**src/include/lsd_defines.svh**
```systemverilog
`ifndef LSD_DEFINES_SVH
`define LSD_DEFINES_SVH

// ****************************************************************
// Field positions and sizes.
// ****************************************************************
`define LSD_SEG_PIXELS 5'd16
`define LSD_STIP_PIXELS 6'd32
`define LSD_BLK_COLOURS 8
`define LSD_CHANNELS 4
`define LSD_HC_ODD_BIT 31
`define LSD_HC_ACT_HI_MSB 29
`define LSD_HC_ACT_HI_LSB 28
`define LSD_HC_ACT_LO_MSB 8
`define LSD_HC_ACT_LO_LSB 0
`define LSD_SKEW_PIXELS 11'd4
`define LSD_MASK_ALL 16'hffff

// ****************************************************************
// Reset values.
// ****************************************************************
`define LSD_RST_ADDR 24'h000000
`define LSD_RST_HCTRL 32'h00000000
`define LSD_RST_MASK 16'hffff

`endif

```
**src/include/lsd_pkg.sv**
```systemverilog
package lsd_pkg;
  // Drawing state of the line engine.
  typedef enum logic [1:0] {LSD_IDLE, LSD_SETUP, LSD_DRAW} lsd_state_e;
  // Three-bit octant code: bit2 y-major, bit1 dy negative, bit0 dx negative.
  typedef logic [2:0] lsd_octant_t;
  // Frame-buffer pixel address.
  typedef logic [23:0] lsd_addr_t;
endpackage : lsd_pkg

```
**src/design/lsd_line_engine.sv**
```systemverilog
`timescale 1ns/100ps
`include "lsd_defines.svh"

// ****************************************************************
// Line and stipple drawing engine.
// ****************************************************************

// How it works
// - Slope-draw write converts |dx|,|dy| into increments and error, then draws.
// - Slope inputs are 16-bit unsigned integers; error is relative to that endpoint.
// - Error arithmetic is 17 bits wide; accurate up to 32K major-axis pixels.
// - Setup-only write loads increments without drawing; fraction bits do not matter.
// - Writing initial error and length overrides what the next continue uses.
// - Each continue write draws up to 16 pixels from current address and error.
// - Four independent 16-bit channels each get their own pixel write strobe.
// - Active width field from bits 29:28 and 8:0 sets pixels per line.
// - Odd bit 31 hides the four extra skew pixels on refresh.
// - Block stipple writes up to 32 pixels coloured from the 8-entry pattern.
// - Every stipple mode writes at most 32 pixels per operation.
// - A slope write with no new address starts one pixel past the last.
// - Low 16 data bits mask pixels; all ones draws every pixel.
module lsd_line_engine #(
  parameter int PIX_W = 8,
  parameter int LINE_STRIDE = 1028
) (
  input wire logic clk,
  input wire logic srst,
  input wire logic slopeDrawWr,
  input wire logic slopeSetupWr,
  input wire lsd_pkg::lsd_octant_t slopeOctant,
  input wire logic [15:0] slopeDx,
  input wire logic [15:0] slopeDy,
  input wire logic pixelAddrWr,
  input wire lsd_pkg::lsd_addr_t pixelAddrData,
  input wire logic initErrLenWr,
  input wire logic [15:0] initErrData,
  input wire logic [15:0] initLenData,
  input wire logic continueDrawWr,
  input wire logic [15:0] pixelMaskData,
  input wire logic [31:0] horizTimingCtrl,
  input wire logic spanWr,
  input wire logic blockMode,
  input wire logic [31:0] spanPattern,
  input wire logic [5:0] spanLen,
  input wire logic [PIX_W*8-1:0] blockColours,
  output logic [3:0] chanWrEn_r,
  output lsd_pkg::lsd_addr_t chanAddr_r [4],
  output logic drawBusy_r,
  output logic [10:0] activePixels_r,
  output logic [10:0] visiblePixels_r,
  output logic [15:0] remainLen_r,
  output logic spanValid_r,
  output logic [31:0] spanEnable_r,
  output logic [32*PIX_W-1:0] spanColour_r
);
  import lsd_pkg::*;

  lsd_state_e state_r;
  lsd_state_e state_nxt;
  lsd_octant_t octant_r;
  lsd_addr_t addr_r;
  logic signed [16:0] err_r;
  logic signed [16:0] errIncMinor_r;
  logic signed [16:0] errIncMajor_r;
  logic [15:0] major;
  logic [15:0] minor;
  logic [4:0] segCnt_r;
  logic [3:0] maskIdx_r;
  logic signed [24:0] stepMajor;
  logic signed [24:0] stepMinor;
  logic stepNow;
  logic segDone;
  logic [10:0] activeField;

  // Major axis is the larger delta; inputs taken as plain 16-bit counts.
  assign major = (slopeDy > slopeDx) ? slopeDy : slopeDx;
  assign minor = (slopeDy > slopeDx) ? slopeDx : slopeDy;

  // Address steps per octant: x is one pixel, y is one scan line.
  assign stepMajor = octant_r[2] ? (octant_r[1] ? -25'(LINE_STRIDE) : 25'(LINE_STRIDE))
                                 : (octant_r[0] ? -25'sd1 : 25'sd1);
  assign stepMinor = octant_r[2] ? (octant_r[0] ? -25'sd1 : 25'sd1)
                                 : (octant_r[1] ? -25'(LINE_STRIDE) : 25'(LINE_STRIDE));

  // A pixel is stepped while drawing, up to 16 per segment and the line length.
  assign stepNow = (state_r == LSD_DRAW) && (remainLen_r != 16'h0000);
  assign segDone = (state_r == LSD_DRAW) &&
                   ((remainLen_r == 16'h0000) || (segCnt_r == `LSD_SEG_PIXELS - 5'd1 && stepNow));

  // Next-state choice for the engine.
  always_comb
  begin
    state_nxt = state_r;
    unique case (state_r)
      LSD_IDLE: if (slopeDrawWr || continueDrawWr) state_nxt = LSD_DRAW;
      LSD_SETUP: state_nxt = LSD_IDLE;
      LSD_DRAW: if (segDone) state_nxt = LSD_IDLE;
    endcase
    if (slopeSetupWr && state_r == LSD_IDLE) state_nxt = LSD_SETUP;
  end

  // State register.
  always_ff @(posedge clk)
  begin
    if (srst) state_r <= LSD_IDLE;
    else state_r <= state_nxt;
  end

  // Setup: 2*minor and 2*minor-2*major increments, error 2*minor-major.
  // The ratio is scale free, so 12.4 inputs give increments 16 times larger but the same steps.
  always_ff @(posedge clk)
  begin
    if (srst)
    begin
      octant_r <= '0;
      errIncMinor_r <= '0;
      errIncMajor_r <= '0;
      err_r <= '0;
      remainLen_r <= '0;
    end
    else if ((slopeDrawWr || slopeSetupWr) && state_r == LSD_IDLE)
    begin
      octant_r <= slopeOctant;
      errIncMinor_r <= 17'({minor, 1'b0});
      errIncMajor_r <= 17'({minor, 1'b0}) - 17'({major, 1'b0});
      err_r <= 17'({minor, 1'b0}) - 17'(major);
      remainLen_r <= major;
    end
    else if (initErrLenWr && state_r == LSD_IDLE)
    begin
      err_r <= 17'(signed'(initErrData));
      remainLen_r <= initLenData;
    end
    else if (stepNow)
    begin
      err_r <= err_r[16] ? err_r + errIncMinor_r : err_r + errIncMajor_r;
      remainLen_r <= remainLen_r - 16'h0001;
    end
  end

  // Address keeps running past the last pixel, so a connected line needs no new address.
  always_ff @(posedge clk)
  begin
    if (srst) addr_r <= `LSD_RST_ADDR;
    else if (pixelAddrWr && state_r == LSD_IDLE) addr_r <= pixelAddrData;
    else if (stepNow)
      addr_r <= 24'(25'(addr_r) + stepMajor + (err_r[16] ? 25'sd0 : stepMinor));
  end

  // Segment pixel counter and mask bit index.
  always_ff @(posedge clk)
  begin
    if (srst || state_r != LSD_DRAW)
    begin
      segCnt_r <= '0;
      maskIdx_r <= '0;
    end
    else if (stepNow)
    begin
      segCnt_r <= segCnt_r + 5'd1;
      maskIdx_r <= maskIdx_r + 4'd1;
    end
  end

  // Each pixel goes to the channel its address falls in; channels run independently.
  genvar ch;
  generate
    for (ch = 0; ch < `LSD_CHANNELS; ch++)
    begin : g_chan
      always_ff @(posedge clk)
      begin
        if (srst)
        begin
          chanWrEn_r[ch] <= 1'b0;
          chanAddr_r[ch] <= '0;
        end
        else
        begin
          chanWrEn_r[ch] <= stepNow && pixelMaskData[maskIdx_r] && (addr_r[1:0] == 2'(ch));
          chanAddr_r[ch] <= addr_r;
        end
      end
    end
  endgenerate

  // Active width field is split over two places; odd bit trims the skew pixels.
  assign activeField = {horizTimingCtrl[`LSD_HC_ACT_HI_MSB:`LSD_HC_ACT_HI_LSB],
                        horizTimingCtrl[`LSD_HC_ACT_LO_MSB:`LSD_HC_ACT_LO_LSB]};

  // Refresh timing outputs and the draw busy flag.
  always_ff @(posedge clk)
  begin
    if (srst)
    begin
      activePixels_r <= '0;
      visiblePixels_r <= '0;
      drawBusy_r <= 1'b0;
    end
    else
    begin
      activePixels_r <= activeField;
      visiblePixels_r <= horizTimingCtrl[`LSD_HC_ODD_BIT] ? activeField - `LSD_SKEW_PIXELS : activeField;
      drawBusy_r <= (state_nxt != LSD_IDLE);
    end
  end

  // Stipple span path.
  lsd_stipple_span #(.PIX_W(PIX_W)) u_span (
    .clk(clk),
    .srst(srst),
    .spanWr(spanWr),
    .blockMode(blockMode),
    .spanPattern(spanPattern),
    .spanLen(spanLen),
    .blockColours(blockColours),
    .spanValid_r(spanValid_r),
    .spanEnable_r(spanEnable_r),
    .spanColour_r(spanColour_r)
  );
endmodule : lsd_line_engine

```
**src/design/lsd_stipple_span.sv**
```systemverilog
`timescale 1ns/100ps
`include "lsd_defines.svh"

// Turns one stipple span write into per-pixel enables and block colours.
module lsd_stipple_span #(
  parameter int PIX_W = 8
) (
  input wire logic clk,
  input wire logic srst,
  input wire logic spanWr,
  input wire logic blockMode,
  input wire logic [31:0] spanPattern,
  input wire logic [5:0] spanLen,
  input wire logic [PIX_W*`LSD_BLK_COLOURS-1:0] blockColours,
  output logic spanValid_r,
  output logic [31:0] spanEnable_r,
  output logic [32*PIX_W-1:0] spanColour_r
);
  import lsd_pkg::*;

  logic [31:0] lenMask;
  logic [5:0] clampLen;
  logic [32*PIX_W-1:0] colourNxt;

  // Never more than 32 pixels per write, however long the request.
  assign clampLen = (spanLen > `LSD_STIP_PIXELS) ? `LSD_STIP_PIXELS : spanLen;

  // Each pixel takes its colour from the repeating 8-entry pattern.
  genvar gi;
  generate
    for (gi = 0; gi < 32; gi++)
    begin : g_pix
      assign lenMask[gi] = (6'(gi) < clampLen);
      assign colourNxt[gi*PIX_W +: PIX_W] = blockColours[(gi % `LSD_BLK_COLOURS)*PIX_W +: PIX_W];
    end
  endgenerate

  // Register the span; non-block modes pass colour zero for the pixel datapath.
  always_ff @(posedge clk)
  begin
    if (srst)
    begin
      spanValid_r <= 1'b0;
      spanEnable_r <= '0;
      spanColour_r <= '0;
    end
    else
    begin
      spanValid_r <= spanWr;
      if (spanWr)
      begin
        spanEnable_r <= spanPattern & lenMask;
        spanColour_r <= blockMode ? colourNxt : '0;
      end
    end
  end
endmodule : lsd_stipple_span

```
**config.mk**
```make
export PLATFORM = sky130hd
export DESIGN_NAME = lsd_line_engine
export DESIGN_NICKNAME = d
export VERILOG_FILES = /design/src/include/lsd_pkg.sv /design/src/design/lsd_line_engine.sv /design/src/design/lsd_stipple_span.sv
export VERILOG_INCLUDE_DIRS = /design/src /design/src/include
export SDC_FILE = /design/constraint.sdc
export NUM_CORES = 1
export LEC_CHECK = 0
export ABC_AREA = 1
export BUFFER_PORTS_ARGS = -buffer_cell sky130_fd_sc_hd__buf_2
export CAP_MARGIN = 10
export CORE_AREA = 5 5 260 262
export DETAILED_ROUTE_END_ITERATION = 12
export DIE_AREA = 0 0 265 267
export GPL_ROUTABILITY_DRIVEN = 0
export GPL_TIMING_DRIVEN = 0
export SLEW_MARGIN = 20
export SYNTH_ARGS = -nofsm -noshare
export SYNTH_HDL_FRONTEND = slang
export SYNTH_HIERARCHICAL = 1
export SYNTH_SLANG_ARGS = --single-unit
```
**constraint.sdc**
```tcl
create_clock -name clk -period 5.2 [get_ports clk]
set_input_delay 1.04 -clock clk [delete_from_list [all_inputs] [get_ports clk]]
set_output_delay 1.04 -clock clk [all_outputs]
set_load 0.005 [all_outputs]
```
==> flow_summary.json, run 1 <==
{
  "status": "finished, final reports clean",
  "synthSimpleGateAreaFrac_pct": 24.1,
  "placed_cell_area_sq_um": 21500,
  "die_h_um": 267,
  "final-setup-viol-count": 0,
  "die-width_um": 265,
  "io_pins": 678,
  "crit_arrival_ns": 5.12,
  "cts_resized": 0,
  "synth_edf_count": 0,
  "syn_inst": 2471,
  "p_leak_nw": 12.3,
  "synth_area_sq_um": 17100,
  "final_area_sq_um": 22600,
  "first_pass_iters": 8,
  "synth.net_count": 2819,
  "worst_pin_slew_ns": 1.07,
  "skew_ns": 0.0358,
  "initial_core_util_pct": 26.2,
  "clk_pin_slew_ns": 0.06,
  "cts_tree": "yes",
  "drv_cap": 0,
  "relSlewSlack_pct": 28.8,
  "wirelength_um": 82400,
  "cts-root-buf": "clkbuf_16",
  "cp-end-kind": "flip-flop",
  "ys_types": 56,
  "grt_pass1_wl_um": 117000,
  "drc": 0,
  "numCtsBuffers": 30,
  "grt_max_degree": 16,
  "rows": 94,
  "core_sq_um": 65200,
  "ant_nets": 0,
  "slew_violations": 0,
  "clock-sinks": 248,
  "ys.flop_type": "dfxtp_1",
  "rsz0062_at_grt": "false",
  "cp_max_fo": 11,
  "finalNetCount": 3506,
  "whs_ns": 0.461,
  "vias_per_cell": 4.64,
  "muxShareOfSynthArea_pct": 0.242,
  "grt_usage_pct": 21.9,
  "required_ns": 5.72,
  "final.min_clock_period_ns": 4.60,
  "power_density_nw_per_um2": 427,
  "yosys.area_share.adder_pct": 8.32,
  "tns_ns": 0,
  "area_delta_synth_final_pct": 32.1,
  "ys_seq_area_share_pct": 29.0,
  "ys_ff_latch": 248,
  "cts_setup_buffers": 0,
  "async_flop_share_pct": 0,
  "antenna_found_initial": 7,
  "io_buffers": 654,
  "finalWorstSetupSlack_ns": 0.599,
  "grt_pass1_vias": 17800,
  "post-place-ws_ns": 0.376,
  "cts_max_level": 1,
  "synth-compound-area-share_pct": 16.7,
  "hpwl_um": 69600,
  "drive_above_1_share_pct": 33.4,
  "vias": 18800,
  "crit_type": "reg -> reg",
  "synth_warnings": 6,
  "synth_top_family_by_area": "simple AND/OR/NAND/NOR gates",
  "vdd_ir_drop_max_uv": 289,
  "synth_xor_area_share_pct": 1.90,
  "hold_violations": 0,
  "fin_crit_sh_pct": 88.5,
  "drtIter0Drc": 1392,
  "die_area_sq_um": 70800,
  "grt-ovfl-total": 0,
  "wl_per_cell_um": 20.3,
  "crit_path_start_kind": "flip-flop",
  "max_clock_freq_ghz": 0.217,
  "hold_class": "reg -> reg",
  "syn_area_per_cell_sq_um": 6.92,
  "clk_latency_ns": 0.60,
  "hold_buffers": 0,
  "cts_max_path_buffers": 3
}
path summary, 6_finish.rpt:
kind,from,end,cells after the start,slack (ns)
worst max-delay path,err_r[16],addr_r[17],20,0.60
worst min-delay path,addr_r[3],chanAddr_r[3],2,0.46
worst max register to register,err_r[16],addr_r[17],20,0.60
worst min register to register,addr_r[3],chanAddr_r[3],2,0.46
metrics by stage:
stage                     power [mW]  util [%]  instances
after floorplan                 5.72         -       2471
after global placement          7.29      32.9       3989
after detailed placement        7.34      33.0       3991
after CTS                       9.68      34.6       4045
after global routing            10.4      34.6       4045
final                           9.63      34.7       4049
kinds of logic after synthesis:
logic type / after synthesis
compound gates: 514
xor+xnor: 37
fa+ha+maj: 98
buf+inv: 611
flops: 248
mux: 4
simple gates: 959
Yosys cell counts, types with 21 or more instances:
cell type	instances	share of area, %
clkbuf_1	58	1.3
o21ai_1	27	0.79
nand2_1	515	11
dfxtp_1	248	29
xor2_1	23	1.2
o21ai_0	160	4.7
a21oi_1	214	6.3
inv_1	232	5.1
o211ai_1	25	1.1
a31oi_1	21	0.77
nor2_1	165	3.6
buf_4	268	12
nand3_1	187	5.5
fa_1	26	3.0
ha_1	72	5.3
cells in the final DEF (no fill, tap or decap), types with 4 or more instances in the layout:
cell,instances
o221ai_1,5
o21a_1,8
o21bai_1,18
xnor2_1,14
clkbuf_8,6
buf_1,12
fa_1,26
nand2_1,515
nand3_1,187
a31oi_1,21
clkbuf_1,63
nor4_1,6
buf_6,4
nor3_1,18
o31ai_1,4
clkbuf_16,30
diode_2,5
nand3b_1,7
o21ai_1,27
buf_4,268
a21oi_1,214
bufinv_16,5
nor2_1,164
a21o_1,7
clkinv_2,4
o211ai_1,25
ha_1,72
buf_2,674
o21ai_0,159
nand2_2,15
inv_1,232
xor2_1,23
dfxtp_1,248
inv_2,12
or2_2,6
nand4_1,19
nor2_4,4
o21ai_2,10
nor2_2,7
sequential cells by signal (all words and copies together) (netlist names), 16 cells and up:
register             flops
errIncMajor_r           16
u_span/spanEnable_r     32
errIncMinor_r           16
u_span/spanColour_r     64
remainLen_r             16
chanAddr_r              24
addr_r                  24
err_r                   16
layer usage:
metal,track usage (%),part of all wire (%),vias to the layer above
met4,12.9,7.0,2
met2,37.6,48,806
met1,25.7,38,8590
met3,3.86,7.4,168
li1,-,-,9237
met5,0,0.016,-
where the power goes:
| group | switching, mW | internal, mW |
|---|---|---|
| clock | 0.897 | 1.39 |
| combinational | 2.91 | 1.86 |
| sequential | 0.342 | 2.23 |
| total | 4.15 | 5.48 |
worst max-delay path, stage by stage (launching register included):
cell and delay [ns]:
dfxtp_1 0.70, clkinvlp_4 0.47, nand2_1 0.27, nor2_4 0.13, buf_8 0.18, fa_1 0.45, ha_1 0.35, a21oi_1 0.14
nand2_1 0.17, inv_1 0.11, nor2_1 0.05, nor2_1 0.17, inv_1 0.06, a21oi_1 0.19, inv_1 0.07, a21oi_1 0.28
o21ai_0 0.17, or2_2 0.30, nand3_1 0.07, o211ai_1 0.10, nand2_1 0.07
final cells by class:
type                            instances  area, sq um
Fill cell                            7118        42600
Antenna cell                            5         12.5
Buffer                                362         2430
Multi-Input combinational cell       1612         8780
Inverter                              248          935
Clock buffer                           42          856
Clock inverter                         12          203
Sequential cell                       248         4960
Timing Repair Buffer                  656         3320
Tap cell                              864         1080
Note: power is estimated with default switching activity, not from simulation.
==> run 2, diff against run 1 <==
- GPL_TIMING_DRIVEN: 0 -> unset
==> flow_summary.json, run 2 (synthesis gave the netlist of run 1 again) <==
{
  "cts_max_path_buffers": 3,
  "mostFrequentLayoutCell": "buf_2",
  "placed_cell_area_sq_um": 19200,
  "crit_path_start_kind": "flip-flop",
  "met1_length_um": 29300,
  "required_ns": 5.71,
  "critPathLaunch": "octant_r[0]",
  "io_buffers": 656,
  "r2r_setup_slack_ns": 1.16,
  "vdd_ir_drop_max_uv": 237,
  "hpwl_um": 58400,
  "area_delta_synth_final_pct": 18.3,
  "grt_pass1_vias": 15600,
  "drc": 0,
  "core_sq_um": 65200,
  "drive_above_1_share_pct": 27.8,
  "slew_violations": 0,
  "hold_violations": 0,
  "die_h_um": 267,
  "post-place-ws_ns": 0.604,
  "cp_max_fo": 9,
  "tns_ns": 0,
  "crit_type": "reg -> reg",
  "final.min_clock_period_ns": 4.04,
  "hold_buffers": 0,
  "max_clock_freq_ghz": 0.248,
  "cts_resized": 0,
  "regMostFlops": "u_span/spanColour_r",
  "final_cell_mix": "buf_2 (654), nand2_1 (514), dfxtp_1 (248), inv_1 (232), a21oi_1 (214)",
  "final_area_sq_um": 20200,
  "hold_class": "reg -> reg",
  "met3_length_um": 5080,
  "hold_start": "u_span/spanEnable_r[4]",
  "io_pins": 678,
  "drtIter0Drc": 1313,
  "grt-ovfl-total": 0,
  "power_density_nw_per_um2": 448,
  "drv_cap": 0,
  "p_leak_nw": 10.7,
  "grt_max_degree": 87,
  "fin_crit_sh_pct": 77.7,
  "clk_pin_slew_ns": 0.06,
  "final-setup-viol-count": 0,
  "top_layer_used": "met5",
  "final.fill_count": 7190,
  "reg.largest.list": "u_span/spanColour_r: 64 flops, u_span/spanEnable_r: 32 flops",
  "wirelength_um": 72600,
  "rsz0062_at_grt": "false",
  "rows": 94,
  "grt_pass1_wl_um": 103000,
  "whs_ns": 0.463,
  "finalNetCount": 3163,
  "cts-root-buf": "clkbuf_16",
  "die-width_um": 265,
  "cts_tree": "yes",
  "finalWorstSetupSlack_ns": 1.16,
  "crit_arrival_ns": 4.55,
  "initial_core_util_pct": 26.2,
  "grt_usage_pct": 18.9,
  "relSlewSlack_pct": 38.9,
  "vias_per_cell": 4.65,
  "antenna_found_initial": 5,
  "dr_wl_met2_um": 34900,
  "clock-sinks": 248,
  "status": "finished, final reports clean",
  "vias": 17200,
  "wl_per_cell_um": 19.6,
  "first_pass_iters": 6,
  "ant_nets": 0,
  "die_area_sq_um": 70800,
  "cts_setup_buffers": 0,
  "skew_ns": 0.0295,
  "cp-end-kind": "flip-flop",
  "cts_max_level": 1,
  "worst_pin_slew_ns": 0.917,
  "numCtsBuffers": 30,
  "clk_latency_ns": 0.59,
  "power_mw": 9.06,
  "worstReg2RegStart": "octant_r[0]",
  "largest_reg_flops": 64
}
==> run 2: changes by cell type in the layout (fill, tap and decap cells not counted), sizes merged <==
cell,delta
clkbuf,-55
inv,+2
buf,-286
bufinv,-2
diode,-3
clkinv,-2
==> run 2: path summary, 6_finish.rpt <==
path / cells past startpoint / end
max: 19 / addr_r[17]
min: 2 / u_span/spanEnable_r[4]
max reg2reg: 19 / addr_r[17]
min reg2reg: 2 / u_span/spanEnable_r[4]
==> run 2: worst max-delay path: stages (launching register included) <==
cell and delay (ns):
dfxtp_1 0.34, inv_1 0.10, nand2_1 0.09, nand2_1 0.10
nor2_2 0.41, buf_4 0.30, fa_1 0.43, ha_1 0.38
a21oi_1 0.16, o21ai_0 0.14, nor2_1 0.22, inv_1 0.06
a21oi_1 0.20, inv_1 0.07, a21oi_1 0.27, o21ai_0 0.16
or2_2 0.29, nand3_1 0.07, o211ai_1 0.10, nand2_1 0.09
==> run 2: per-stage QoR <==
step	utilization, %	cells
after detailed placement	29.5	3647
after floorplan	-	2471
after CTS	31.0	3701
after global placement	29.5	3647
after global routing	31.0	3702
final	31.0	3703
==> run 2: layout make-up <==
| class | count | area [sq um] | area share, % |
|---|---|---|---|
| flip-flops and latches | 248 | 4960 | 24.6 |
| inverters | 248 | 931 | 4.61 |
| clock buffers | 44 | 863 | 4.27 |
| diodes | 2 | 5.00 | 0.0248 |
| repair buffers | 675 | 3450 | 17.1 |
| multi-input cells | 1612 | 8770 | 43.4 |
| well taps | 864 | 1080 | 5.35 |
| clock inverters | 10 | 149 | 0.737 |
==> run 2: metal layers <==
layer  vias up  global-route usage (%)
met3       102                    3.38
met1      7964                    23.5
met5         -                       0
met4         2                    7.85
li1       8519                       -
met2       643                    32.6
==> run 2: power breakdown <==
group          switching (mW)  total, mW  internal [mW]
registers               0.316       2.55           2.23
logic                    2.71       4.33           1.62
clock network           0.887       2.18           1.30
